<file path="src/rtl/iaclm_regs.vh">
`ifndef IACLM_REGS_VH
`define IACLM_REGS_VH
`define IACLM_PROC_BASE 2'b00
`define IACLM_ACT_BASE 2'b01
`define IACLM_RULE_LO 8'h80
`define IACLM_RULE_HI 8'h84
`define IACLM_RULE_CTL 8'h88
`define IACLM_INT_STAT 8'h8c
`define IACLM_INT_CLR 8'h90
`define IACLM_INT_EN 8'h94
`define IACLM_CTRL 8'h98
`define IACLM_STATUS 8'h9c
`define IACLM_PROC_PTR 3:0
`define IACLM_PROC_SEL 19:4
`define IACLM_ACT_CNT 10:0
`define IACLM_ACT_PM 10:9
`define IACLM_ACT_P 8:6
`define IACLM_ACT_RPE 5
`define IACLM_ACT_RP 4:2
`define IACLM_ACT_MM 1:0
`define IACLM_ACT_FWD 17:11
`define IACLM_ACT_TS 18
`define IACLM_ACT_CA 19
`define IACLM_CTL_IDX 11:8
`define IACLM_CTL_FLD 5:0
`define IACLM_RST_CTRL 1'b1
`define IACLM_CLK_NS 50
`define IACLM_US_NS 1000
`define IACLM_US_CYC ((`IACLM_US_NS + `IACLM_CLK_NS - 1) / `IACLM_CLK_NS)
`define IACLM_MS_US 1000
`define IACLM_L_OFF 2'b00
`define IACLM_L_L2 2'b01
`define IACLM_L_L3 2'b10
`define IACLM_L_L4 2'b11
`endif

</file>
<file path="src/rtl/iaclm_matcher.v">
// How it works
// - Entry pointer picks action zero to fifteen
// - Sixteen-bit mask selects rules, ANDed
// - Lowest true action pointer wins
// - Shared action pointer ORs entry results
// - Layer select zero disables the rule
// - Layer 2 options: count, MAC, type, both
// - Layer 3: masked address or both unmasked
// - Layer 4: protocol, TCP, UDP, sequence
// - Address select: zero destination, one source
// - Polarity zero mismatch true, one equal
// - Count value from five action fields
// - Count rule uses same-index action, no forwarding
// - Tick scale: microsecond or millisecond
// - Timer mode counts down, interrupts on expiry
// - Event mode counts up, interrupts, resets
// - Sixteen ordered entries, entry zero first
// - Map mode keeps, ORs, ANDs or replaces
`include "iaclm_regs.vh"
`timescale 1ns/1ns
`default_nettype none
module iaclm_matcher (
  input wire pclk,
  input wire presetn,
  input wire ce,
  input wire psel,
  input wire penable,
  input wire pwrite,
  input wire [7:0] paddr,
  input wire [31:0] pwdata,
  output wire pready,
  output reg [31:0] prdata,
  output reg pslverr,
  output wire irq,
  input wire pkt_valid,
  output wire pkt_ready,
  input wire [47:0] pkt_dst_mac,
  input wire [47:0] pkt_src_mac,
  input wire [15:0] pkt_ethertype,
  input wire pkt_is_ipv4,
  input wire [31:0] pkt_src_ip,
  input wire [31:0] pkt_dst_ip,
  input wire [7:0] pkt_ip_proto,
  input wire pkt_is_tcp,
  input wire pkt_is_udp,
  input wire [15:0] pkt_src_port,
  input wire [15:0] pkt_dst_port,
  input wire [31:0] pkt_tcp_seq,
  input wire [6:0] pkt_fwd_map,
  output reg res_valid,
  output reg res_hit,
  output reg [3:0] res_action,
  output reg [6:0] res_fwd_map,
  output reg [1:0] res_prio_mode,
  output reg [2:0] res_prio,
  output reg res_remark_en,
  output reg [2:0] res_remark_level
);
  localparam ST_IDLE = 2'd0;
  localparam ST_SCAN = 2'd1;
  localparam ST_RES = 2'd2;
  localparam integer US_N = `IACLM_US_CYC - 1;
  localparam integer MS_N = `IACLM_MS_US - 1;
  localparam [4:0] US_LAST = US_N[4:0];
  localparam [9:0] MS_LAST = MS_N[9:0];

  reg [3:0] ptr_q [0:15];
  reg [15:0] sel_q [0:15];
  reg [19:0] act_q [0:15];
  reg [31:0] rule_lo_q;
  reg [31:0] rule_hi_q;
  reg [15:0] count_mode_q;
  reg [15:0] int_stat_q;
  reg [15:0] int_en_q;
  reg ctrl_en_q;
  reg [1:0] st_q;
  reg [4:0] cnt_q;
  reg [15:0] match_q;
  reg [15:0] cnt_hit_q;
  reg [4:0] us_q;
  reg [9:0] ms_q;
  reg tick_us_q;
  reg tick_ms_q;
  reg [47:0] dmac_q;
  reg [47:0] smac_q;
  reg [15:0] etype_q;
  reg ipv4_q;
  reg [31:0] sip_q;
  reg [31:0] dip_q;
  reg [7:0] proto_q;
  reg tcp_q;
  reg udp_q;
  reg [15:0] sport_q;
  reg [15:0] dport_q;
  reg [31:0] seq_q;
  reg [6:0] map_q;
  wire [69:0] rule;
  wire [15:0] expire;
  integer i;
  // Own loop variable: the reset loop may not share one with logic
  integer j;

  // APB: zero-wait slave, read data captured in setup phase
  wire setup = psel && !penable;
  wire wr = psel && penable && pwrite;
  wire [1:0] reg_grp = paddr[7:6];
  wire [3:0] reg_idx = paddr[5:2];
  wire addr_ok = (paddr[1:0] == 2'b00) &&
                 (!paddr[7] || paddr <= `IACLM_STATUS);
  assign pready = penable;
  assign irq = |(int_stat_q & int_en_q);
  assign pkt_ready = (st_q == ST_IDLE);

  reg [31:0] rd_d;
  always @* begin
    rd_d = 32'h0;
    case (reg_grp)
      `IACLM_PROC_BASE: begin
        rd_d[`IACLM_PROC_PTR] = ptr_q[reg_idx];
        rd_d[`IACLM_PROC_SEL] = sel_q[reg_idx];
      end
      `IACLM_ACT_BASE: rd_d[19:0] = act_q[reg_idx];
      default: begin
        case (paddr)
          `IACLM_RULE_LO: rd_d = rule_lo_q;
          `IACLM_RULE_HI: rd_d = rule_hi_q;
          `IACLM_INT_STAT: rd_d[15:0] = int_stat_q;
          `IACLM_INT_EN: rd_d[15:0] = int_en_q;
          `IACLM_CTRL: rd_d[0] = ctrl_en_q;
          `IACLM_STATUS: rd_d[17:0] = {count_mode_q, res_hit, st_q != ST_IDLE};
          default: rd_d = 32'h0;
        endcase
      end
    endcase
  end

  always @(posedge pclk or negedge presetn) begin
    if (!presetn) begin
      prdata <= 32'h0;
      pslverr <= 1'b0;
    end else if (ce && setup) begin
      prdata <= rd_d;
      pslverr <= !addr_ok;
    end
  end

  wire commit = wr && addr_ok && paddr == `IACLM_RULE_CTL;
  wire [5:0] ctl_f = pwdata[`IACLM_CTL_FLD];
  wire [3:0] ctl_idx = pwdata[`IACLM_CTL_IDX];

  always @(posedge pclk or negedge presetn) begin
    if (!presetn) begin
      for (i = 0; i < 16; i = i + 1) begin
        ptr_q[i] <= 4'h0;
        sel_q[i] <= 16'h0;
        act_q[i] <= 20'h0;
      end
      rule_lo_q <= 32'h0;
      rule_hi_q <= 32'h0;
      count_mode_q <= 16'h0;
      int_en_q <= 16'h0;
      ctrl_en_q <= `IACLM_RST_CTRL;
    end else if (ce && wr && addr_ok) begin
      case (reg_grp)
        `IACLM_PROC_BASE: begin
          ptr_q[reg_idx] <= pwdata[`IACLM_PROC_PTR];
          sel_q[reg_idx] <= pwdata[`IACLM_PROC_SEL];
        end
        `IACLM_ACT_BASE: act_q[reg_idx] <= pwdata[19:0];
        default: begin
          case (paddr)
            `IACLM_RULE_LO: rule_lo_q <= pwdata;
            `IACLM_RULE_HI: rule_hi_q <= pwdata;
            `IACLM_RULE_CTL:
              count_mode_q[ctl_idx] <= (ctl_f[3:0] == {2'b00, `IACLM_L_L2});
            `IACLM_INT_EN: int_en_q <= pwdata[15:0];
            `IACLM_CTRL: ctrl_en_q <= pwdata[0];
            default: ctrl_en_q <= ctrl_en_q;
          endcase
        end
      endcase
    end
  end

  // Sticky expiry flags; a same-cycle expiry beats the clear
  wire clr_wr = wr && paddr == `IACLM_INT_CLR;
  always @(posedge pclk or negedge presetn) begin
    if (!presetn) begin
      int_stat_q <= 16'h0;
    end else if (ce) begin
      int_stat_q <= (int_stat_q & ~(clr_wr ? pwdata[15:0] : 16'h0)) | expire;
    end
  end

  // Shared time base: one microsecond and one millisecond pulse
  always @(posedge pclk or negedge presetn) begin
    if (!presetn) begin
      us_q <= 5'h0;
      ms_q <= 10'h0;
      tick_us_q <= 1'b0;
      tick_ms_q <= 1'b0;
    end else if (ce) begin
      tick_us_q <= (us_q == US_LAST);
      tick_ms_q <= (us_q == US_LAST) && (ms_q == MS_LAST);
      if (us_q == US_LAST) begin
        us_q <= 5'h0;
        ms_q <= (ms_q == MS_LAST) ? 10'h0 : ms_q + 10'h1;
      end else begin
        us_q <= us_q + 5'h1;
      end
    end
  end

  iaclm_rule_mem u_mem (
    .pclk(pclk),
    .presetn(presetn),
    .ce(ce),
    .we(commit),
    .waddr(ctl_idx),
    .wdata({ctl_f, rule_hi_q, rule_lo_q}),
    .raddr(cnt_q[3:0]),
    .rdata(rule)
  );

  genvar g;
  generate
    for (g = 0; g < 16; g = g + 1) begin : g_cnt
      iaclm_count_unit u_cnt (
        .pclk(pclk),
        .presetn(presetn),
        .ce(ce),
        .en(count_mode_q[g]),
        .algo(act_q[g][`IACLM_ACT_CA]),
        .scale(act_q[g][`IACLM_ACT_TS]),
        .value(act_q[g][`IACLM_ACT_CNT]),
        .tick_us(tick_us_q),
        .tick_ms(tick_ms_q),
        .hit(cnt_hit_q[g]),
        .expire(expire[g])
      );
    end
  endgenerate

  // Rule evaluation on the word read out last cycle
  wire [1:0] r_layer = rule[65:64];
  wire [1:0] r_opt = rule[67:66];
  wire r_src = rule[68];
  wire r_pol = rule[69];
  wire [63:0] r_dat = rule[63:0];
  wire [47:0] pk_mac = r_src ? smac_q : dmac_q;
  wire [31:0] pk_ip = r_src ? sip_q : dip_q;
  wire [15:0] pk_port = r_src ? sport_q : dport_q;
  wire mac_eq = (pk_mac == r_dat[47:0]);
  wire type_eq = (etype_q == r_dat[63:48]);
  wire port_eq = (pk_port == r_dat[15:0]) || (pk_port == r_dat[31:16]);
  reg eq;
  reg valid_cmp;

  always @* begin
    eq = 1'b0;
    valid_cmp = 1'b1;
    case (r_layer)
      `IACLM_L_L2: begin
        case (r_opt)
          2'b01: eq = mac_eq;
          2'b10: eq = type_eq;
          default: eq = mac_eq && type_eq;
        endcase
        valid_cmp = (r_opt != 2'b00);
      end
      `IACLM_L_L3: begin
        case (r_opt)
          2'b01: eq = ipv4_q && (((pk_ip ^ r_dat[31:0]) & ~r_dat[63:32]) == 32'h0);
          2'b10: eq = ipv4_q && sip_q == r_dat[31:0] && dip_q == r_dat[63:32];
          default: valid_cmp = 1'b0;
        endcase
      end
      `IACLM_L_L4: begin
        case (r_opt)
          2'b00: eq = ipv4_q && proto_q == r_dat[7:0];
          2'b01: eq = tcp_q && port_eq;
          2'b10: eq = udp_q && port_eq;
          default: eq = tcp_q && seq_q == r_dat[31:0];
        endcase
      end
      default: valid_cmp = 1'b0;
    endcase
  end

  wire rule_true = valid_cmp && (r_pol ? eq : !eq);
  wire cnt_qual = (r_layer == `IACLM_L_L2) && (r_opt == 2'b00) && mac_eq && type_eq;
  wire [3:0] eval_idx = cnt_q[3:0] - 4'h1;

  // Resolution: per-action OR of entry results, lowest pointer wins
  reg [15:0] act_hit;
  reg [3:0] win;
  reg any;
  always @* begin
    act_hit = 16'h0;
    for (j = 0; j < 16; j = j + 1) begin
      if (sel_q[j] != 16'h0 && (sel_q[j] & ~match_q) == 16'h0) begin
        act_hit[ptr_q[j]] = 1'b1;
      end
    end
    act_hit = act_hit & ~count_mode_q;
    win = 4'h0;
    any = 1'b0;
    for (j = 15; j >= 0; j = j - 1) begin
      if (act_hit[j]) begin
        win = j[3:0];
        any = 1'b1;
      end
    end
  end

  wire [19:0] wact = act_q[win];
  reg [6:0] map_d;
  always @* begin
    case (wact[`IACLM_ACT_MM])
      2'b00: map_d = map_q;
      2'b01: map_d = map_q | wact[`IACLM_ACT_FWD];
      2'b10: map_d = map_q & wact[`IACLM_ACT_FWD];
      default: map_d = wact[`IACLM_ACT_FWD];
    endcase
  end
  wire take = any && ctrl_en_q;

  always @(posedge pclk or negedge presetn) begin
    if (!presetn) begin
      st_q <= ST_IDLE;
      cnt_q <= 5'h0;
      match_q <= 16'h0;
      cnt_hit_q <= 16'h0;
      res_valid <= 1'b0;
      res_hit <= 1'b0;
      res_action <= 4'h0;
      res_fwd_map <= 7'h0;
      res_prio_mode <= 2'b00;
      res_prio <= 3'h0;
      res_remark_en <= 1'b0;
      res_remark_level <= 3'h0;
      dmac_q <= 48'h0;
      smac_q <= 48'h0;
      etype_q <= 16'h0;
      ipv4_q <= 1'b0;
      sip_q <= 32'h0;
      dip_q <= 32'h0;
      proto_q <= 8'h0;
      tcp_q <= 1'b0;
      udp_q <= 1'b0;
      sport_q <= 16'h0;
      dport_q <= 16'h0;
      seq_q <= 32'h0;
      map_q <= 7'h0;
    end else if (ce) begin
      res_valid <= 1'b0;
      cnt_hit_q <= 16'h0;
      case (st_q)
        ST_IDLE: begin
          cnt_q <= 5'h0;
          if (pkt_valid) begin
            dmac_q <= pkt_dst_mac;
            smac_q <= pkt_src_mac;
            etype_q <= pkt_ethertype;
            ipv4_q <= pkt_is_ipv4;
            sip_q <= pkt_src_ip;
            dip_q <= pkt_dst_ip;
            proto_q <= pkt_ip_proto;
            tcp_q <= pkt_is_tcp;
            udp_q <= pkt_is_udp;
            sport_q <= pkt_src_port;
            dport_q <= pkt_dst_port;
            seq_q <= pkt_tcp_seq;
            map_q <= pkt_fwd_map;
            st_q <= ST_SCAN;
          end
        end
        ST_SCAN: begin
          // Read latency of one: word for entry n arrives at count n+1
          if (cnt_q != 5'h0) begin
            match_q[eval_idx] <= rule_true;
            cnt_hit_q[eval_idx] <= cnt_qual;
          end
          if (cnt_q == 5'h10) begin
            st_q <= ST_RES;
          end
          cnt_q <= cnt_q + 5'h1;
        end
        ST_RES: begin
          res_valid <= 1'b1;
          res_hit <= take;
          res_action <= take ? win : 4'h0;
          res_fwd_map <= take ? map_d : map_q;
          res_prio_mode <= take ? wact[`IACLM_ACT_PM] : 2'b00;
          res_prio <= take ? wact[`IACLM_ACT_P] : 3'h0;
          res_remark_en <= take && wact[`IACLM_ACT_RPE];
          res_remark_level <= take ? wact[`IACLM_ACT_RP] : 3'h0;
          st_q <= ST_IDLE;
        end
        default: st_q <= ST_IDLE;
      endcase
    end
  end
endmodule // iaclm_matcher
`default_nettype wire

</file>
<file path="src/rtl/iaclm_rule_mem.v">
`timescale 1ns/1ns
`default_nettype none
module iaclm_rule_mem (
  input wire pclk,
  input wire presetn,
  input wire ce,
  input wire we,
  input wire [3:0] waddr,
  input wire [69:0] wdata,
  input wire [3:0] raddr,
  output reg [69:0] rdata
);
  reg [69:0] mem [0:15];

  always @(posedge pclk) begin
    if (ce && we) begin
      mem[waddr] <= wdata;
    end
  end

  always @(posedge pclk or negedge presetn) begin
    if (!presetn) begin
      rdata <= 70'h0;
    end else if (ce) begin
      rdata <= mem[raddr];
    end
  end
endmodule // iaclm_rule_mem
`default_nettype wire

</file>
<file path="src/rtl/iaclm_count_unit.v">
`timescale 1ns/1ns
`default_nettype none
module iaclm_count_unit (
  input wire pclk,
  input wire presetn,
  input wire ce,
  input wire en,
  input wire algo,
  input wire scale,
  input wire [10:0] value,
  input wire tick_us,
  input wire tick_ms,
  input wire hit,
  output reg expire
);
  reg [10:0] cnt_q;
  reg armed_q;
  wire tick = scale ? tick_ms : tick_us;
  wire [10:0] inc = cnt_q + 11'h1;

  always @(posedge pclk or negedge presetn) begin
    if (!presetn) begin
      cnt_q <= 11'h0;
      armed_q <= 1'b0;
      expire <= 1'b0;
    end else if (ce) begin
      expire <= 1'b0;
      if (!en) begin
        cnt_q <= 11'h0;
        armed_q <= 1'b0;
      end else if (algo) begin
        if (hit && inc == value) begin
          cnt_q <= 11'h0;
          expire <= 1'b1;
        end else if (hit) begin
          cnt_q <= inc;
        end
      end else if (hit) begin
        cnt_q <= value;
        armed_q <= 1'b1;
      end else if (armed_q && tick) begin
        if (cnt_q <= 11'h1) begin
          cnt_q <= 11'h0;
          armed_q <= 1'b0;
          expire <= 1'b1;
        end else begin
          cnt_q <= cnt_q - 11'h1;
        end
      end
    end
  end
endmodule // iaclm_count_unit
`default_nettype wire

</file>
<file path="config.mk">
export PLATFORM = sky130hd
export DESIGN_NAME = iaclm_matcher
export DESIGN_NICKNAME = d
export VERILOG_FILES = /design/src/rtl/iaclm_matcher.v /design/src/rtl/iaclm_rule_mem.v /design/src/rtl/iaclm_count_unit.v
export VERILOG_INCLUDE_DIRS = /design/src /design/src/rtl
export SDC_FILE = /design/constraint.sdc
export NUM_CORES = 2
export LEC_CHECK = 0
export ABC_CLOCK_PERIOD_IN_PS = 7200
export BUFFER_PORTS_ARGS = -buffer_cell sky130_fd_sc_hd__buf_2
export CAP_MARGIN = 20
export CORE_MARGIN = 5
export CORE_UTILIZATION = 60
export DETAILED_ROUTE_END_ITERATION = 6
export PLACE_DENSITY = 0.77
export SLEW_MARGIN = 20
export SYNTH_ARGS = -nofsm -noshare
export SYNTH_HDL_FRONTEND = slang
export SYNTH_HIERARCHICAL = 1
export SYNTH_SLANG_ARGS = --single-unit
export TNS_END_PERCENT = 100
</file>
<file path="constraint.sdc">
create_clock -name pclk -period 7.2 [get_ports pclk]
set_input_delay 1.44 -clock pclk [delete_from_list [all_inputs] [get_ports pclk]]
set_output_delay 1.44 -clock pclk [all_outputs]
set_load 0.005 [all_outputs]
</file>
# Yosys cells after proc, flatten, opt, wreduce, memory -nomap -nowiden
# Memories as Yosys holds them, arrays and structs flattened. A register that Yosys moved wholly into a read port is not among the register bits.
# Index checks and enable logic that the tools add are counted.
# word_totals
reg_bits,1330
mem_bits_rw,1120
input_bits,305
out_inout_bits,58
elab_cells,1036
memories,1
# classes
addsub,36
order_cmp,56
eq_ne,128
n_mux,445
bitwise_logic,47
reduce_logical,190
# mem_list
memory,depth,word_bits,read_ports,rd_ports_with_merged_regs,wr,line,text
u_mem.mem,16,70,1,1,1,iaclm_rule_mem.v:13,reg [69:0] mem [0:15];
# op_table
op,n
$mux 11,112
$mux 16,23
$and 16x16->16,20
$bwmux 320,1
$bwmux 256,1
$logic_not 16->1,16
$or 16x16->16,16
$reduce_bool 16->1,16
$mux 1,231
$add 11x1->11 const B,16
$eq 11x11->1,16
$le 11x1->1 const B,16
$sub 11x1->11 const B,16
$bmux 20 s4,2
$ne 4x2->1 const B,32
$eq 32x32->1,3
$ne 3x1->1 const B,32
$logic_and 1x1->1,93
$lt 4x5->1 const B,18
$demux 20 s4,1
$mux 4,20
$pmux 15 s5,1
$demux 1 s4,18
$ge 4x1->1 const B,18
other kinds (60),164

# Longest topological paths before layout
# logic_depth
depth_word,59
depth_mapped,20
mapped_depth_nobuf,15

# Cells and area by module
# Netlist, hierarchy kept.
# modules_own_cells
mod,n_inst,cells_each,area_per_inst_um2,seq_area_each_um2
iaclm_matcher,1,4802,60391.7,28078.2
iaclm_rule_mem,1,1888,45250.9,35383.9
iaclm_count_unit (g_cnt[0].u_cnt ...),15,199,1457.6,325.3
iaclm_count_unit (g_cnt[2].u_cnt),1,195,1473.9,325.3

# Worst setup path after synthesis
# No wires, ideal clock.
# synth_path
path_type,input port to flip-flop
start,in paddr[7]
end,"mem u_mem.mem[0][0], enable pin"
setup_time_ns,0.585
t_arrival_ns,7.803
required_ns,6.615
setup_slack_ns,-1.188
cell_stages,7
n_path_buf,1
cell_sequence,clkbuf_1 nor4b_1 nand2_1 nor2_1 nand2_1 or3_1 nor3_1
# synth_between
elab_chain_len,8
elab_cells_between_ends,10
classes_between,order compare: 1; eq/ne: 1; mux: 2; reduce/logical: 6
# synth_lines
item,line,text
start: declaration,iaclm_matcher.v:29,"input wire [7:0] paddr,"
$le 8x8->1 (no line) or $logic_not 1->1 (tied branches),-,
$logic_or 1x1->1 (no line),-,
$logic_and 1x1->1,iaclm_matcher.v:108,wire addr_ok = (paddr[1:0] == 2'b00) &&
$logic_and 1x1->1,iaclm_matcher.v:147,wire commit = wr && addr_ok && paddr == `IACLM_RULE_CTL;
$logic_and 1x1->1 (no line) (*),-,
net commit,iaclm_matcher.v:147,
$logic_and 1x1->1 (*),iaclm_rule_mem.v:16,if (ce && we) begin
$mux 1 (*),iaclm_rule_mem.v:16,
$mux 1 (implied by the code) (*),iaclm_rule_mem.v:17,mem[waddr] <= wdata;
end: declaration,iaclm_rule_mem.v:13,
# The timed path passes the listed nets; every way through them passes the cells marked *.

# Final worst setup path
# layout_path
start,reg match_q[5]
end,reg res_fwd_map[4]
# layout_between
elab_chain_len,59
elab_cells_between_ends,125
classes_between,eq/ne: 2; mux: 53; bitwise: 36; reduce/logical: 34
# layout_lines
item,line,text
start: declaration,iaclm_matcher.v:78,reg [15:0] match_q;
start signal: indexed assignment,iaclm_matcher.v:381,match_q[eval_idx] <= rule_true;
$not 16->16 (*),iaclm_matcher.v:301,if (sel_q[j] != 16'h0 && (sel_q[j] & ~match_q) == 16'h0) begin
$and 16x16->16,iaclm_matcher.v:301,
$logic_not 16->1,iaclm_matcher.v:301,
$logic_and 1x1->1,iaclm_matcher.v:301,
$mux 16,iaclm_matcher.v:301,
$or 16x16->16 (no line),-,
$mux 16,iaclm_matcher.v:301,
$or 16x16->16 (no line),-,
[27 not listed],-,
$and 16x16->16 (*),iaclm_matcher.v:305,act_hit = act_hit & ~count_mode_q;
$mux 4 (16 in series),iaclm_matcher.v:309,if (act_hit[j]) begin
$not 4->5 (implied by the code),iaclm_matcher.v:316,wire [19:0] wact = act_q[win];
$bmux 20 s4,iaclm_matcher.v:316,
$mux 18 (implied by the code) (2 in series),iaclm_matcher.v:316,
$eq 2x2->1 (tied with other cells),iaclm_matcher.v:319,case (wact[`IACLM_ACT_MM])
$pmux 7 s3,iaclm_matcher.v:319,
$mux 7 (*),iaclm_matcher.v:393,res_fwd_map <= take ? map_d : map_q;
end signal: assignment,iaclm_matcher.v:393,
end: declaration,iaclm_matcher.v:53,"output reg [6:0] res_fwd_map,"
# Mark *: on every way between the ends. The rest lies on a longest branch, timed or not. The select of a mux whose other input is x is not followed.
# A chain may end at the register's enable or synchronous reset.

==> impl_metrics.toml <==
[outcome]
status = "finished with violations"
violations = "design-rule violations"

[synthesis]
synth_area_um2 = 129000
synth_edf_count = 1120
ys_ff_latch = 2520
yosys_warnings = 6
synth.net_count = 10200
ys_types = 124
synth.avg_cell_area_um2 = 13.1
synthFlopType = "dfrtp_1"
syn-instance-count = 9870
ys_seq_area_share_pct = 53.2
async_flop_share_pct = 55.6

[sta]
skew_ns = 0.130
slew_headroom_pct = 18.9
max_freq_ghz = 0.151
rsz0062_at_grt = "no"
setup_viol = 0
finalHoldViolCount = 0
timing.final.crit_period_ns = 6.64
drv_slew = 0
holdWs_ns = 0.431
worstMarginPinSlew_ns = 1.22
period_share_pct = 92.2
finalSetupTns_ns = 0
fin_ws_ns = 0.561

[critical_path]
cp.arrival_ns = 7.44
reg2reg_slack_ns = 0.56
critPathLaunch = "match_q[5]"
r2r-start = "match_q[5]"
path_max_fanout = 27
worstSetupEndpointType = "flip-flop"
path_class = "flip-flop to flip-flop"
worstPathRequired_ns = 8.00
reg2regPathDepth = 16
startpoint_type = "flip-flop"
crit_end = "res_fwd_map[4]"
r2r_end = "res_fwd_map[4]"

[grt]
overflow = 0
grtUsageMet1_pct = 54.5
grt_pass1_vias = 91200
grt.met2_usage_pct = 62.6
use_met3_pct = 10.4
grt_max_degree = 169
grt_pass1_wl_um = 676000
grt-busiest-layer = "met2"
antenna_found_initial = 41
grtUsageTotal_pct = 41.7

[floorplan]
die_x_um = 474
ioPinCount = 363
core_um2 = 214000
initial_core_util_pct = 60.2
fp-row-count = 170
die_area_um2 = 224000
die_height_um = 474

[power_and_ir_drop]
pwr-share-clk_pct = 36.8
p_leak_uw = 0.0591
comb_power_share_pct = 18.5
internal_power_uw = 27300
swShare_pct = 30.0
power_density_nw_per_um2 = 275
p_switching_uw = 11700
peakVddDrop_uv = 364
p_seq_share_pct = 44.6

[clocking]
cts.sinks = 2520
htree_levels = 5
ctsHoldBuffers = 0
clockBufferDepth = 4
cts_setup_buffers = 0
insertion_delay_ns = 0.97
root_buffer = "clkbuf_16"
cts_resized = 0
clkTransAtPathRegs_ns = 0.07
cts_tree = "yes"
cts-buffers-inserted = 281

[cells_and_area]
finalInstanceArea_um2 = 142000
fill_cells = 15100
final_cell_mix = "1395 x dfrtp_1, 1120 x edfxtp_1, 1017 x mux2_2"
area_delta_synth_final_pct = 10.0
fin_util_pct = 66.2
drive_gt1_share_pct = 27.7
fin_nets = 10400
final_common_cell = "dfrtp_1"

[detailed_routing]
routed_wl_um = 472000
drt_iter0_markers = 11900
drt_pass1_iterations = 7
via_per_inst = 7.14
remaining_drc_errors = 1
vias = 93200
final_antenna_net_count = 0
post_drt_wl_per_cell_um = 36.2

[placed_design]
placed_cell_area_um2 = 133000
gp_congestion = 1.02
place.detailed.hpwl_um = 317000
io_buffers = 362
dp_worst_setup_slack_ns = 0.827

[flow_run]
drv_cap = 0

[min_path]
min_path_type = "input port to asynchronous set/reset pin"
state kept, by name, indices dropped and copies added, names as in the netlist, 48 cells and up:
signal	flops
sel_q	256
dmac_q	48
act_q	320
u_mem/rdata	70
smac_q	48
u_mem/mem	1120
g_cnt.u_cnt/cnt_q	176
ptr_q	64
routing by layer:
metal  wire length, um  part of all wire, %
met2            210000                   45
met3             50600                   11
met1            172000                   36
met4             39000                  8.3
met5               163                0.035
critical path: stages (launching register included):
cell	delay (ns)
dfrtp_1	0.75
clkinv_1	0.59
a22oi_1	0.33
nand4_1	0.42
nor4_1	0.99
a22oi_1	0.22
and3_1	0.24
a41o_1	0.24
and3_1	0.24
a21oi_4	0.24
a21boi_4	0.80
buf_4	0.28
mux2_1	0.34
a22oi_1	0.15
o211ai_1	0.15
or4_1	0.42
o311a_1	0.12
power groups by stage:
stage                     Clock [uW]  Combinational (uW)  Sequential (uW)
after floorplan                    0                5320            16700
after global placement             0                6880            17600
after detailed placement           0                7000            17600
after CTS                      14400                7140            17400
after global routing           15100                7580            17500
final                          14400                7240            17400
Yosys cell counts, drive strengths merged (18+ instances only):
master   instances  area [um2]
xnor2          402        3520
and2b           23         173
nand4          157        1020
a2111oi         58         688
xor2           305        2670
a22o            85         744
o21ai          575        2960
or3             38         238
nor2b          121         757
mux2          1022       11500
mux4           516       11800
buf            330        2220
a22oi          136        1110
nand2b          84         526
ha              59         738
a221oi         107        1370
nand2          682        2560
o22ai          101         638
o311ai          18         165
a211oi          42         325
or2             20         125
o211ai          32         255
o31ai           40         460
and3            61         402
mux2i          221        2210
edfxtp        1120       33600
inv            162         608
dfrtp         1399       35000
clkbuf         423        1590
o31a            18         166
a21oi          215        1090
nor3           201        1020
nor4           209        1320
nor2           384        1440
and4            29         258
o32ai           31         279
or4             65         608
and2            18         113
a31oi           47         330
nand3          130         651
o2bb2ai         21         184
worst min path at each step:
stage               startpoint  slack (ns)              end  cells after the start
detailed placement  prdata[27]        0.47       prdata[27]                      2
global route           presetn        0.45  u_mem/rdata[22]                      1
floorplan              ms_q[4]        0.46          ms_q[4]                      1
CTS                    presetn        0.48  u_mem/rdata[22]                      1
finish                 presetn        0.43  u_mem/rdata[22]                      1
global placement    prdata[30]        0.46       prdata[30]                      2
layout make-up:
cell class                 count  area (um2)  share of cell area, %
antenna                       23        57.6                 0.0406
clock buffer                 363        7700                   5.43
clock inverter               117        1280                  0.904
inverter                     163         612                  0.431
multi-input combinational   6434       56100                   39.6
sequential                  2520       68700                   48.4
tap                         2838        3550                   2.50
timing repair buffer         587        3850                   2.72
stage by stage:
stage | std cells | power [uW]
after detailed placement | 12500 | 24600
after global placement | 12500 | 24500
after global routing | 13000 | 40100
final | 13000 | 39000
after floorplan | 9870 | 22000
after CTS | 13000 | 38900
cells by family (layout without fill, tap and decap cells):
family	count (synthesis)	after routing	share of synthesized area (%)
adders and majority gates	59	59	0.572
AOI/OAI and AO/OA	1636	1636	9.15
xor gates and xnor gates	707	707	4.80
muxes	1759	1759	19.8
DFF	2520	2520	53.2
and+or+nand+nor	2273	2273	9.04
other	0	23	0
buffers and inverters	916	1230	3.43
Note: power is estimated with default switching activity, not from simulation.
